==> config.mk <==
export PLATFORM = sky130hd
export DESIGN_NAME = mad_decoder
export DESIGN_NICKNAME = d
export VERILOG_FILES = /design/src/rtl/mad_pkg.sv /design/src/rtl/mad_decoder.sv
export SDC_FILE = /design/constraint.sdc
export NUM_CORES = 1
export LEC_CHECK = 0
export ABC_AREA = 1
export BUFFER_PORTS_ARGS = -buffer_cell sky130_fd_sc_hd__buf_2
export CAP_MARGIN = 40
export CORE_MARGIN = 3
export CORE_UTILIZATION = 54
export DETAILED_ROUTE_END_ITERATION = 7
export GPL_TIMING_DRIVEN = 1
export PLACE_DENSITY = 0.86
export SLEW_MARGIN = 20
export SYNTH_ARGS = -nofsm -noshare
export SYNTH_HDL_FRONTEND = slang
export SYNTH_SLANG_ARGS = --single-unit
==> constraint.sdc <==
create_clock -name clk -period 6.27 [get_ports clk]
set_input_delay 0.627 -clock clk [delete_from_list [all_inputs] [get_ports clk]]
set_output_delay 0.627 -clock clk [all_outputs]
set_load 0.03 [all_outputs]
==> src/rtl/mad_pkg.sv <==
// constants, types and register map for the mmio address decoder
package mad_pkg;
   // ------------------------------------------------------------
   // register byte offsets on the control bus
   // ------------------------------------------------------------
   localparam logic [4:0] OFS_CONFIG = 5'h00;
   localparam logic [4:0] OFS_AFC    = 5'h04;
   localparam logic [4:0] OFS_MISC   = 5'h08;
   localparam logic [4:0] OFS_SEQ    = 5'h0c;
   localparam logic [4:0] OFS_WBASE  = 5'h10;
   localparam logic [4:0] OFS_STATUS = 5'h14;
   // ------------------------------------------------------------
   // field positions and reset values
   // ------------------------------------------------------------
   localparam int CFG_SCHEME_HI = 4;
   localparam int CFG_SCHEME_LO = 3;
   localparam int AFC_LEGACY_BIT = 5;
   localparam int MISC_WIDE_BIT = 9;
   localparam int SEQ_MEM_ONLY_BIT = 7;
   localparam int WBASE_HI = 7;
   localparam int WBASE_LO = 2;
   localparam logic [1:0] SCHEME_LEGACY = 2'h2;
   localparam logic [1:0] SCHEME_NEW = 2'h3;
   localparam logic [1:0] RST_SCHEME_PCI = 2'h3;
   localparam logic [1:0] RST_SCHEME_VL = 2'h0;
   localparam logic [5:0] RST_WBASE = 6'h00;
   localparam logic [1:0] STRAP_LOAD_CNT = 2'h2;
   localparam logic [1:0] STRAP_DONE_CNT = 2'h3;
   // ------------------------------------------------------------
   // legacy low-memory ranges and window offsets
   // ------------------------------------------------------------
   localparam logic [31:0] LEG_PIX_LO = 32'h000a0000;
   localparam logic [31:0] LEG_PIX_HI = 32'h000a7fff;
   localparam logic [31:0] LEG_CMD_LO = 32'h000a8000;
   localparam logic [31:0] LEG_CMD_HI = 32'h000affff;
   localparam logic [7:0] PORT_SEL = 8'hba;
   localparam int HALF_BIT = 25;
   localparam logic [24:0] LIN_HI = 25'h0ffffff;
   localparam logic [24:0] IMG_LO = 25'h1000000;
   localparam logic [24:0] IMG_HI = 25'h1007fff;
   localparam logic [24:0] PCI_LO = 25'h1008000;
   localparam logic [24:0] PCI_HI = 25'h100803f;
   localparam logic [24:0] PACK_LO = 25'h1008100;
   localparam logic [24:0] PACK_HI = 25'h100816f;
   localparam logic [24:0] CURY_LO = 25'h10082e8;
   localparam logic [24:0] CURY_HI = 25'h10082eb;
   localparam logic [24:0] SYS_SETUP = 25'h1008502;
   localparam logic [24:0] SYS_STAT = 25'h1008504;
   localparam logic [24:0] SYS_VSE = 25'h1008508;
   localparam logic [24:0] SYS_AFC = 25'h100850c;
   localparam logic [24:0] ENH_LO = 25'h10086e8;
   localparam logic [24:0] ENH_HI = 25'h100eeea;
   localparam logic [24:0] PFD_LO = 25'h1010000;
   localparam logic [24:0] PFD_HI = 25'h1013fff;
   localparam logic [24:0] PFM_LO = 25'h1014000;
   localparam logic [24:0] PFM_HI = 25'h1017fff;
   localparam logic [24:0] PFR_LO = 25'h1018080;
   localparam logic [24:0] PFR_HI = 25'h101809f;
   // ------------------------------------------------------------
   // types
   // ------------------------------------------------------------
   typedef enum logic [3:0] {
      RGN_NONE, RGN_PIXEL_IO, RGN_LEG_CMD, RGN_LINEAR, RGN_IMAGE,
      RGN_PCI_CFG, RGN_PACKED, RGN_CURRENT_Y_POSITION, RGN_SYS_REG, RGN_ENH_REG,
      RGN_PF_DATA, RGN_PF_MASK, RGN_PF_REG, RGN_IO_PORT
   } mad_region_t;
   typedef struct packed {
      logic        mem;
      logic        write;
      logic        wide;
      logic [31:0] addr;
   } mad_cycle_t;
   typedef struct packed {
      logic        hit;
      logic        refused;
      logic        read_zero;
      logic        big_endian;
      logic        packed_pair;
      logic        io_equiv;
      mad_region_t region;
      logic [25:0] offset;
   } mad_decode_t;
endpackage

==> src/rtl/mad_decoder.sv <==
// host memory cycle decoder with its control registers
// What this block does and what the host must do
// RULE_01: scheme field value 10 enables the legacy memory map.
// RULE_02: with scheme bit 3 clear, legacy enable bit also enables it.
// RULE_03: legacy A0000-A7FFF accesses go to pixel transfer as I/O writes.
// RULE_04: host uses even word or doubleword pixel addresses per bus width.
// RULE_05: host keeps legacy pixel writes inside the 32 KB range.
// RULE_06: legacy A8000-AFFFF decodes engine registers at their port address.
// RULE_07: legacy 16-bit reads/writes; 32-bit only writes with wide bit set.
// RULE_08: new map is a 64 MB window, low half little, high half big.
// RULE_09: scheme field value 11 enables the new memory map.
// RULE_10: scheme resets to 11 on PCI strap, 00 otherwise.
// RULE_11: access select bit picks I/O plus memory or memory only.
// RULE_12: little half holds linear, image transfer and PCI config.
// RULE_13: setup, status, video enable, function control at fixed offsets.
// RULE_14: current Y registers and engine registers at port addresses.
// RULE_15: pixel formatter data, mask and register ranges.
// RULE_16: big half repeats the layout offset by 200 0000.
// RULE_17: window base bits come from base register or PCI BAR0.
// RULE_18: host programs a nonzero window base.
// RULE_19: new map: 16-bit reads/writes, 32-bit writes only.
// RULE_20: packed register pairs enabled whenever the new map is on.
// RULE_21: window misses are ignored and read as zero.
`timescale 1ns/1ps
module mad_decoder
(
   input  wire logic                clk,
   input  wire logic                nrst,
   input  wire logic [4:0]          av_address,
   input  wire logic                av_read,
   input  wire logic                av_write,
   input  wire logic [31:0]         av_writedata,
   input  wire logic [3:0]          av_byteenable,
   output      logic [31:0]         av_readdata,
   output      logic                av_waitrequest,
   input  wire logic                pci_strap_pin,
   input  wire logic [5:0]          pci_bar0_hi,
   input  wire logic                hc_valid,
   input  wire mad_pkg::mad_cycle_t hc_cycle,
   output      logic                dec_valid,
   output      mad_pkg::mad_decode_t dec_result,
   output      logic                legacy_enabled,
   output      logic                new_enabled,
   output      logic                io_access_allowed
);
   // ------------------------------------------------------------
   // reset and strap synchronisers
   // ------------------------------------------------------------
   logic       rst_meta_reg;
   logic       rst_n_reg;
   logic       strap_meta_reg;
   logic       strap_sync_reg;
   logic [1:0] strap_cnt_reg;
   logic       pci_sel_reg;

   // reset release through two flops
   always_ff @(posedge clk or negedge nrst)
      if (!nrst)
      begin
         rst_meta_reg <= 1'b0;
         rst_n_reg    <= 1'b0;
      end
      else
      begin
         rst_meta_reg <= 1'b1;
         rst_n_reg    <= rst_meta_reg;
      end

   // strap pin settles two flops before it is used
   always_ff @(posedge clk or negedge rst_n_reg)
      if (!rst_n_reg)
      begin
         strap_meta_reg <= 1'b0;
         strap_sync_reg <= 1'b0;
         strap_cnt_reg  <= 2'h0;
         pci_sel_reg    <= 1'b0;
      end
      else
      begin
         strap_meta_reg <= pci_strap_pin;
         strap_sync_reg <= strap_meta_reg;
         if (strap_cnt_reg != mad_pkg::STRAP_DONE_CNT)
            strap_cnt_reg <= strap_cnt_reg + 2'h1;
         if (strap_cnt_reg == mad_pkg::STRAP_LOAD_CNT)
            pci_sel_reg <= strap_sync_reg;
      end

   // ------------------------------------------------------------
   // control bus slave
   // ------------------------------------------------------------
   logic [1:0]  scheme_reg;
   logic        afc_legacy_reg;
   logic        misc_wide_reg;
   logic        mem_only_reg;
   logic [5:0]  wbase_reg;
   logic [31:0] rdata_next;
   logic        av_waitrequest_reg;
   logic [31:0] av_readdata_reg;
   logic        legacy_en;
   logic        new_en;
   logic        io_allow;

   wire av_req  = av_read | av_write;
   wire av_take = av_req & ~av_waitrequest_reg;
   wire wr_b0   = av_take & av_write & av_byteenable[0];
   wire wr_b1   = av_take & av_write & av_byteenable[1];
   wire strap_load = strap_cnt_reg == mad_pkg::STRAP_LOAD_CNT;

   // read mux, unmapped offsets read zero
   always_comb
   begin
      rdata_next = 32'h00000000;
      case (av_address)
         mad_pkg::OFS_CONFIG:
            rdata_next[mad_pkg::CFG_SCHEME_HI:mad_pkg::CFG_SCHEME_LO] =
               scheme_reg;
         mad_pkg::OFS_AFC:
            rdata_next[mad_pkg::AFC_LEGACY_BIT] = afc_legacy_reg;
         mad_pkg::OFS_MISC:
            rdata_next[mad_pkg::MISC_WIDE_BIT] = misc_wide_reg;
         mad_pkg::OFS_SEQ:
            rdata_next[mad_pkg::SEQ_MEM_ONLY_BIT] = mem_only_reg;
         mad_pkg::OFS_WBASE:
            rdata_next[mad_pkg::WBASE_HI:mad_pkg::WBASE_LO] = wbase_reg;
         mad_pkg::OFS_STATUS:
            rdata_next = {24'h000000, pci_sel_reg, io_allow,
                          new_en, legacy_en, dec_result.region};
         default:
            rdata_next = 32'h00000000;
      endcase
   end

   // one wait cycle, then the request is taken on the low edge
   always_ff @(posedge clk or negedge rst_n_reg)
      if (!rst_n_reg)
      begin
         av_waitrequest_reg <= 1'b1;
         av_readdata_reg    <= 32'h00000000;
      end
      else
      begin
         av_waitrequest_reg <= ~(av_req & av_waitrequest_reg);
         if (av_req & av_waitrequest_reg)
            av_readdata_reg <= rdata_next;
      end

   // strap load wins over a software write in the same cycle
   always_ff @(posedge clk or negedge rst_n_reg)
      if (!rst_n_reg)
         scheme_reg <= mad_pkg::RST_SCHEME_VL;
      else if (strap_load)
         scheme_reg <= strap_sync_reg ? mad_pkg::RST_SCHEME_PCI
                                      : mad_pkg::RST_SCHEME_VL; // RULE_10
      else if (wr_b0 && av_address == mad_pkg::OFS_CONFIG)
         scheme_reg <= av_writedata[mad_pkg::CFG_SCHEME_HI:
                                    mad_pkg::CFG_SCHEME_LO];

   // plain control bits
   always_ff @(posedge clk or negedge rst_n_reg)
      if (!rst_n_reg)
      begin
         afc_legacy_reg <= 1'b0;
         misc_wide_reg  <= 1'b0;
         mem_only_reg   <= 1'b0;
         wbase_reg      <= mad_pkg::RST_WBASE;
      end
      else
      begin
         if (wr_b0 && av_address == mad_pkg::OFS_AFC)
            afc_legacy_reg <= av_writedata[mad_pkg::AFC_LEGACY_BIT];
         if (wr_b1 && av_address == mad_pkg::OFS_MISC)
            misc_wide_reg <= av_writedata[mad_pkg::MISC_WIDE_BIT];
         if (wr_b0 && av_address == mad_pkg::OFS_SEQ)
            mem_only_reg <= av_writedata[mad_pkg::SEQ_MEM_ONLY_BIT];
         if (wr_b0 && av_address == mad_pkg::OFS_WBASE)
            wbase_reg <= av_writedata[mad_pkg::WBASE_HI:mad_pkg::WBASE_LO];
      end

   // ------------------------------------------------------------
   // scheme enables
   // ------------------------------------------------------------
   assign legacy_en = scheme_reg == mad_pkg::SCHEME_LEGACY // RULE_01
                    | (~scheme_reg[0] & afc_legacy_reg); // RULE_02
   assign new_en    = scheme_reg == mad_pkg::SCHEME_NEW; // RULE_09
   wire   mmio_any  = legacy_en | new_en;
   assign io_allow  = ~(mmio_any & mem_only_reg); // RULE_11

   // ------------------------------------------------------------
   // address decode
   // ------------------------------------------------------------
   wire [31:0] a    = hc_cycle.addr;
   wire [24:0] lo   = a[24:0];
   wire        mem  = hc_cycle.mem;
   wire        port = a[9:2] == mad_pkg::PORT_SEL;
   // base source follows the bus strap caught after reset
   wire [5:0]  base = pci_sel_reg ? pci_bar0_hi : wbase_reg; // RULE_17

   // legacy decode sits ahead of the window so a zero base cannot steal it
   wire leg_pix = legacy_en & mem & a >= mad_pkg::LEG_PIX_LO
                & a <= mad_pkg::LEG_PIX_HI; // RULE_03
   wire leg_cmd = legacy_en & mem & a >= mad_pkg::LEG_CMD_LO
                & a <= mad_pkg::LEG_CMD_HI & port; // RULE_06
   wire win     = new_en & mem & a[31:26] == base; // RULE_08

   // per-region compares on the offset inside one half
   wire r_lin  = lo <= mad_pkg::LIN_HI; // RULE_12
   wire r_img  = lo >= mad_pkg::IMG_LO & lo <= mad_pkg::IMG_HI;
   wire r_pci  = lo >= mad_pkg::PCI_LO & lo <= mad_pkg::PCI_HI;
   wire r_pack = lo >= mad_pkg::PACK_LO & lo <= mad_pkg::PACK_HI;
   wire r_cury = lo >= mad_pkg::CURY_LO & lo <= mad_pkg::CURY_HI; // RULE_14
   wire r_sys  = lo[24:1] == mad_pkg::SYS_SETUP[24:1]
               | lo[24:1] == mad_pkg::SYS_STAT[24:1]
               | lo[24:1] == mad_pkg::SYS_VSE[24:1]
               | lo[24:1] == mad_pkg::SYS_AFC[24:1]; // RULE_13
   wire r_enh  = lo >= mad_pkg::ENH_LO & lo <= mad_pkg::ENH_HI & port;
   wire r_pfd  = lo >= mad_pkg::PFD_LO & lo <= mad_pkg::PFD_HI; // RULE_15
   wire r_pfm  = lo >= mad_pkg::PFM_LO & lo <= mad_pkg::PFM_HI;
   wire r_pfr  = lo >= mad_pkg::PFR_LO & lo <= mad_pkg::PFR_HI;

   // both halves share the compares; bit 25 only picks endianness
   mad_pkg::mad_region_t win_rgn;
   assign win_rgn = r_lin  ? mad_pkg::RGN_LINEAR  : // RULE_16
                    r_img  ? mad_pkg::RGN_IMAGE   :
                    r_pci  ? mad_pkg::RGN_PCI_CFG :
                    r_pack ? mad_pkg::RGN_PACKED  :
                    r_cury ? mad_pkg::RGN_CURRENT_Y_POSITION   :
                    r_sys  ? mad_pkg::RGN_SYS_REG :
                    r_enh  ? mad_pkg::RGN_ENH_REG :
                    r_pfd  ? mad_pkg::RGN_PF_DATA :
                    r_pfm  ? mad_pkg::RGN_PF_MASK :
                    r_pfr  ? mad_pkg::RGN_PF_REG  : mad_pkg::RGN_NONE;

   mad_pkg::mad_region_t rgn;
   assign rgn = ~mem    ? mad_pkg::RGN_IO_PORT  :
                leg_pix ? mad_pkg::RGN_PIXEL_IO :
                leg_cmd ? mad_pkg::RGN_LEG_CMD  :
                win     ? win_rgn : mad_pkg::RGN_NONE;

   wire matched = rgn != mad_pkg::RGN_NONE
                & (mem | io_allow); // RULE_11
   // no 32-bit reads in the window or legacy command range; legacy command wide writes need the misc bit
   wire wide_bad = hc_cycle.wide & (leg_cmd | win)
                 & (~hc_cycle.write // RULE_19
                 | leg_cmd & ~misc_wide_reg); // RULE_07

   mad_pkg::mad_decode_t dec_next;
   assign dec_next.hit         = matched & ~wide_bad;
   assign dec_next.refused     = matched & wide_bad;
   assign dec_next.read_zero   = win & ~matched & ~hc_cycle.write; // RULE_21
   assign dec_next.big_endian  = win & a[mad_pkg::HALF_BIT];
   assign dec_next.packed_pair = new_en & rgn == mad_pkg::RGN_PACKED; // RULE_20
   assign dec_next.io_equiv    = leg_pix | win & r_img & ~r_lin;
   assign dec_next.region      = rgn;
   assign dec_next.offset      = a[25:0];

   // ------------------------------------------------------------
   // registered outputs
   // ------------------------------------------------------------
   logic                 dec_valid_reg;
   mad_pkg::mad_decode_t dec_result_reg;
   logic                 legacy_en_reg;
   logic                 new_en_reg;
   logic                 io_allow_reg;

   // decode result lands one edge after the cycle is offered
   always_ff @(posedge clk or negedge rst_n_reg)
      if (!rst_n_reg)
      begin
         dec_valid_reg  <= 1'b0;
         dec_result_reg <= '0;
         legacy_en_reg  <= 1'b0;
         new_en_reg     <= 1'b0;
         io_allow_reg   <= 1'b1;
      end
      else
      begin
         dec_valid_reg  <= hc_valid;
         dec_result_reg <= hc_valid ? dec_next : '0;
         legacy_en_reg  <= legacy_en;
         new_en_reg     <= new_en;
         io_allow_reg   <= io_allow;
      end

   assign av_waitrequest    = av_waitrequest_reg;
   assign av_readdata       = av_readdata_reg;
   assign dec_valid         = dec_valid_reg;
   assign dec_result        = dec_result_reg;
   assign legacy_enabled    = legacy_en_reg;
   assign new_enabled       = new_en_reg;
   assign io_access_allowed = io_allow_reg;
endmodule // mad_decoder

==> impl_metrics.py <==
metrics = {
    "run_status": {
        "status": "complete, no violations",
    },
    "logic_synthesis": {
        "syn_area_um2": 4220,
        "synth_edf_count": 0,
        "synthCells": 597,
        "avgSynthCellArea_um2": 7.06,
        "synthArstFlopShare": 1.00,
        "ys_ff_latch": 68,
        "yosys_most_used_dff": "dfrtp_1",
        "synth_cell_types": 45,
        "seq_area_frac_synth": 0.404,
        "yosys_warnings": 0,
    },
    "clock_network": {
        "cts_tree": "built",
        "clockBufferDepth": 2,
        "clk_latency_ns": 0.36,
        "cts_buffers": 9,
        "cts_hold_buf": 0,
        "cts.htree.levels": 3,
        "clk_pin_slew_ns": 0.07,
        "post_cts_buffers": 0,
        "cts_resized": 0,
        "cts_root_buffer": "clkbuf_8",
        "cts.sink_count": 68,
    },
    "power": {
        "p_leak_uw": 0.00280,
        "vdd_drop_max_mv": 0.116,
        "power_uw": 1070,
        "power.density_nw_per_um2": 215,
    },
    "drt": {
        "viasPerCell": 5.09,
        "drc": 0,
        "ant_nets": 0,
        "vias": 4136,
        "dr.pass1.iters": 5,
        "drt-initial-drc-count": 271,
        "wl_per_cell_um": 13.5,
        "routed_wl_um": 10900,
    },
    "cells_and_area": {
        "drive_above_1_share": 0.257,
        "layout.cells.non_filler": 812,
        "area_growth_pct": 18.2,
        "nets": 798,
        "diodes": 0,
        "largest_reg_flops": 36,
    },
    "timing": {
        "finalSetupTns_ns": 0,
        "slew_headroom": 0.622,
        "grt_setup_unrepaired": "no",
        "finalWorstSetupSlack_ns": 3.94,
        "post-route-min-period_ns": 2.33,
        "clock_skew_ns": 0.0116,
        "timing.fmax_mhz": 430,
        "hold_viol": 0,
        "slew_violations": 0,
        "fin_crit_sh": 0.371,
        "worstMarginPinSlew_ns": 0.567,
        "finalSetupViolCount": 0,
    },
    "grt": {
        "antenna_found_initial": 0,
        "grt_pass1_vias": 3905,
        "grt_max_degree": 67,
        "grt-ovfl-total": 0,
        "grt_pass1_wl_um": 17700,
        "grtUsageTotal": 0.253,
    },
    "floorplan": {
        "io_pins": 161,
        "fp.dieH_um": 94.4,
        "die_area_um2": 8900,
        "rows": 31,
        "die_w_um": 94.4,
        "initial_utilization": 0.569,
        "fp.coreArea_um2": 7410,
    },
    "setup_path": {
        "r2r_end": "dec_result[35]",
        "startpoint": "hc_cycle[24]",
        "critical_path_required_ns": 6.51,
        "crit_type": "in -> reg",
        "crit_top_cell": "nand2_1",
        "cp_num_buf_inv": 2,
        "worstPathArrival_ns": 2.57,
        "critical-path-top-delay-family": "simple AND/OR/NAND/NOR gates",
        "r2r_cells": 14,
        "worst-path-stages": 18,
        "cpPeakStageDelay_ns": 0.24,
        "worst_setup_path_end_kind": "flip-flop",
        "critPathLaunchType": "primary input",
        "r2r_setup_slack_ns": 4.15,
        "cpMaxStageDelayCell": "nor2_4",
        "worstPathMaxFanout": 11,
        "crit_path_end": "dec_result[35]",
        "r2r_start": "pci_sel_reg",
        "worstPathCellList": "buf_2, inv_6, nor2_4, nand2_2, nor2_4, nand2_1, nand2_2, nand2_1, nand2_1, nand2_1, nand2_1, nand3_1, a21oi_1, nand2_2, nor2_2, nand2_2, nand2_1, nor2_1",
    },
    "place": {
        "dpl.hpwl_um": 8510,
        "gp_congestion": 0.977,
        "dp.cells": 795,
        "post-place-ws_ns": 3.63,
        "numPortBuffers": 110,
    },
    "run": {
        "cap_violations": 0,
    },
    "worst_hold_path": {
        "hp-class": "in -> async",
    },
}
-- how the worst min path moves through the flow --
stage          slack, ns  depth (start not counted)              to
2_1_floorplan       0.33                          0    rst_meta_reg
3_3_place_gp        0.34                          0  strap_sync_reg
3_5_place_dp        0.35                          0       rst_n_reg
4_1_cts             0.04                          1       rst_n_reg
5_1_grt             0.02                          1    rst_meta_reg
6_report            0.04                          1       rst_n_reg
-- routing by layer --
layer | part of all wire | vias up | GRT usage
met5 | 0 | - | 0
met4 | 0.021 | 0 | 0.0758
met3 | 0.090 | 24 | 0.0566
met2 | 0.48 | 191 | 0.435
met1 | 0.40 | 1886 | 0.318
li1 | - | 2035 | -
-- worst register-to-register path, stage by stage (launching register included) --
cell and delay [ns]:
dfrtp_1 0.51, nand2_1 0.11, o21ai_1 0.12, xor2_1 0.17
inv_1 0.05, o21ai_0 0.08, nor2_1 0.07, nand2_1 0.16
nor2_1 0.12, a21oi_1 0.25, nand2_2 0.07, nor2_2 0.09
nand2_2 0.06, nand2_1 0.09, nor2_1 0.05
-- cells in the mapped netlist, drive strengths merged, types with 3 or more instances --
library cell	number	area (um^2)
nor2	88	408
nor4	4	25.0
nor3	10	50.1
inv	88	338
nand2	184	736
nand4	11	68.8
buf	32	233
clkbuf	3	11.3
a21oi	16	87.6
o21ai	27	150
nand3	42	220
dfrtp	66	1650
-- through the flow --
step,utilization,cell area (um^2),hold WS (ns)
final,0.673,4980,0.0442
after global routing,0.673,4980,0.0232
after CTS,0.669,4960,0.0435
after detailed placement,0.641,4750,0.347
after global placement,0.641,4750,0.337
after floorplan,-,4300,0.331
-- cell type report --
cell class	count	area [um^2]
Fill cell	654	2420
Multi-Input combinational cell	428	2010
Sequential cell	68	1710
Timing Repair Buffer	113	593
Inverter	88	338
Clock buffer	11	151
Tap cell	99	124
Clock inverter	5	58.8
-- placed cells by master, fill, tap and decap left out, types with 4 or more instances in the layout --
cell,Yosys,layout
a21oi_1,14,14
buf_2,3,110
clkbuf_8,0,11
conb_1,2,24
dfrtp_1,66,65
inv_1,78,78
inv_2,8,8
nand2_1,170,170
nand2_2,12,12
nand3_1,40,40
nand4_1,11,11
nor2_1,71,71
nor2_2,10,10
nor2_4,7,7
nor3_1,10,10
nor4_1,4,4
o21ai_0,22,22
-- cell families after synthesis --
logic type               after synthesis  share of synthesized area
buffers and inverters                123                      0.138
AO/OA/AOI/OAI                         53                     0.0733
flip-flops                            68                      0.404
other                                  2                    0.00178
AND/OR/NAND/NOR                      344                      0.366
XOR/XNOR                               4                    0.00831
multiplexers                           1                    0.00267
adder cells (fa/ha/maj)                2                    0.00593
-- where the power goes --
group | total [uW] | leakage [uW] | internal (uW) | switching, uW
combinational | 217 | 0.00183 | 59.5 | 158
sequential | 477 | 0.000863 | 464 | 12.9
clock | 379 | 0.000102 | 206 | 173
No activity file was read; power rests on OpenSTA's default activity.
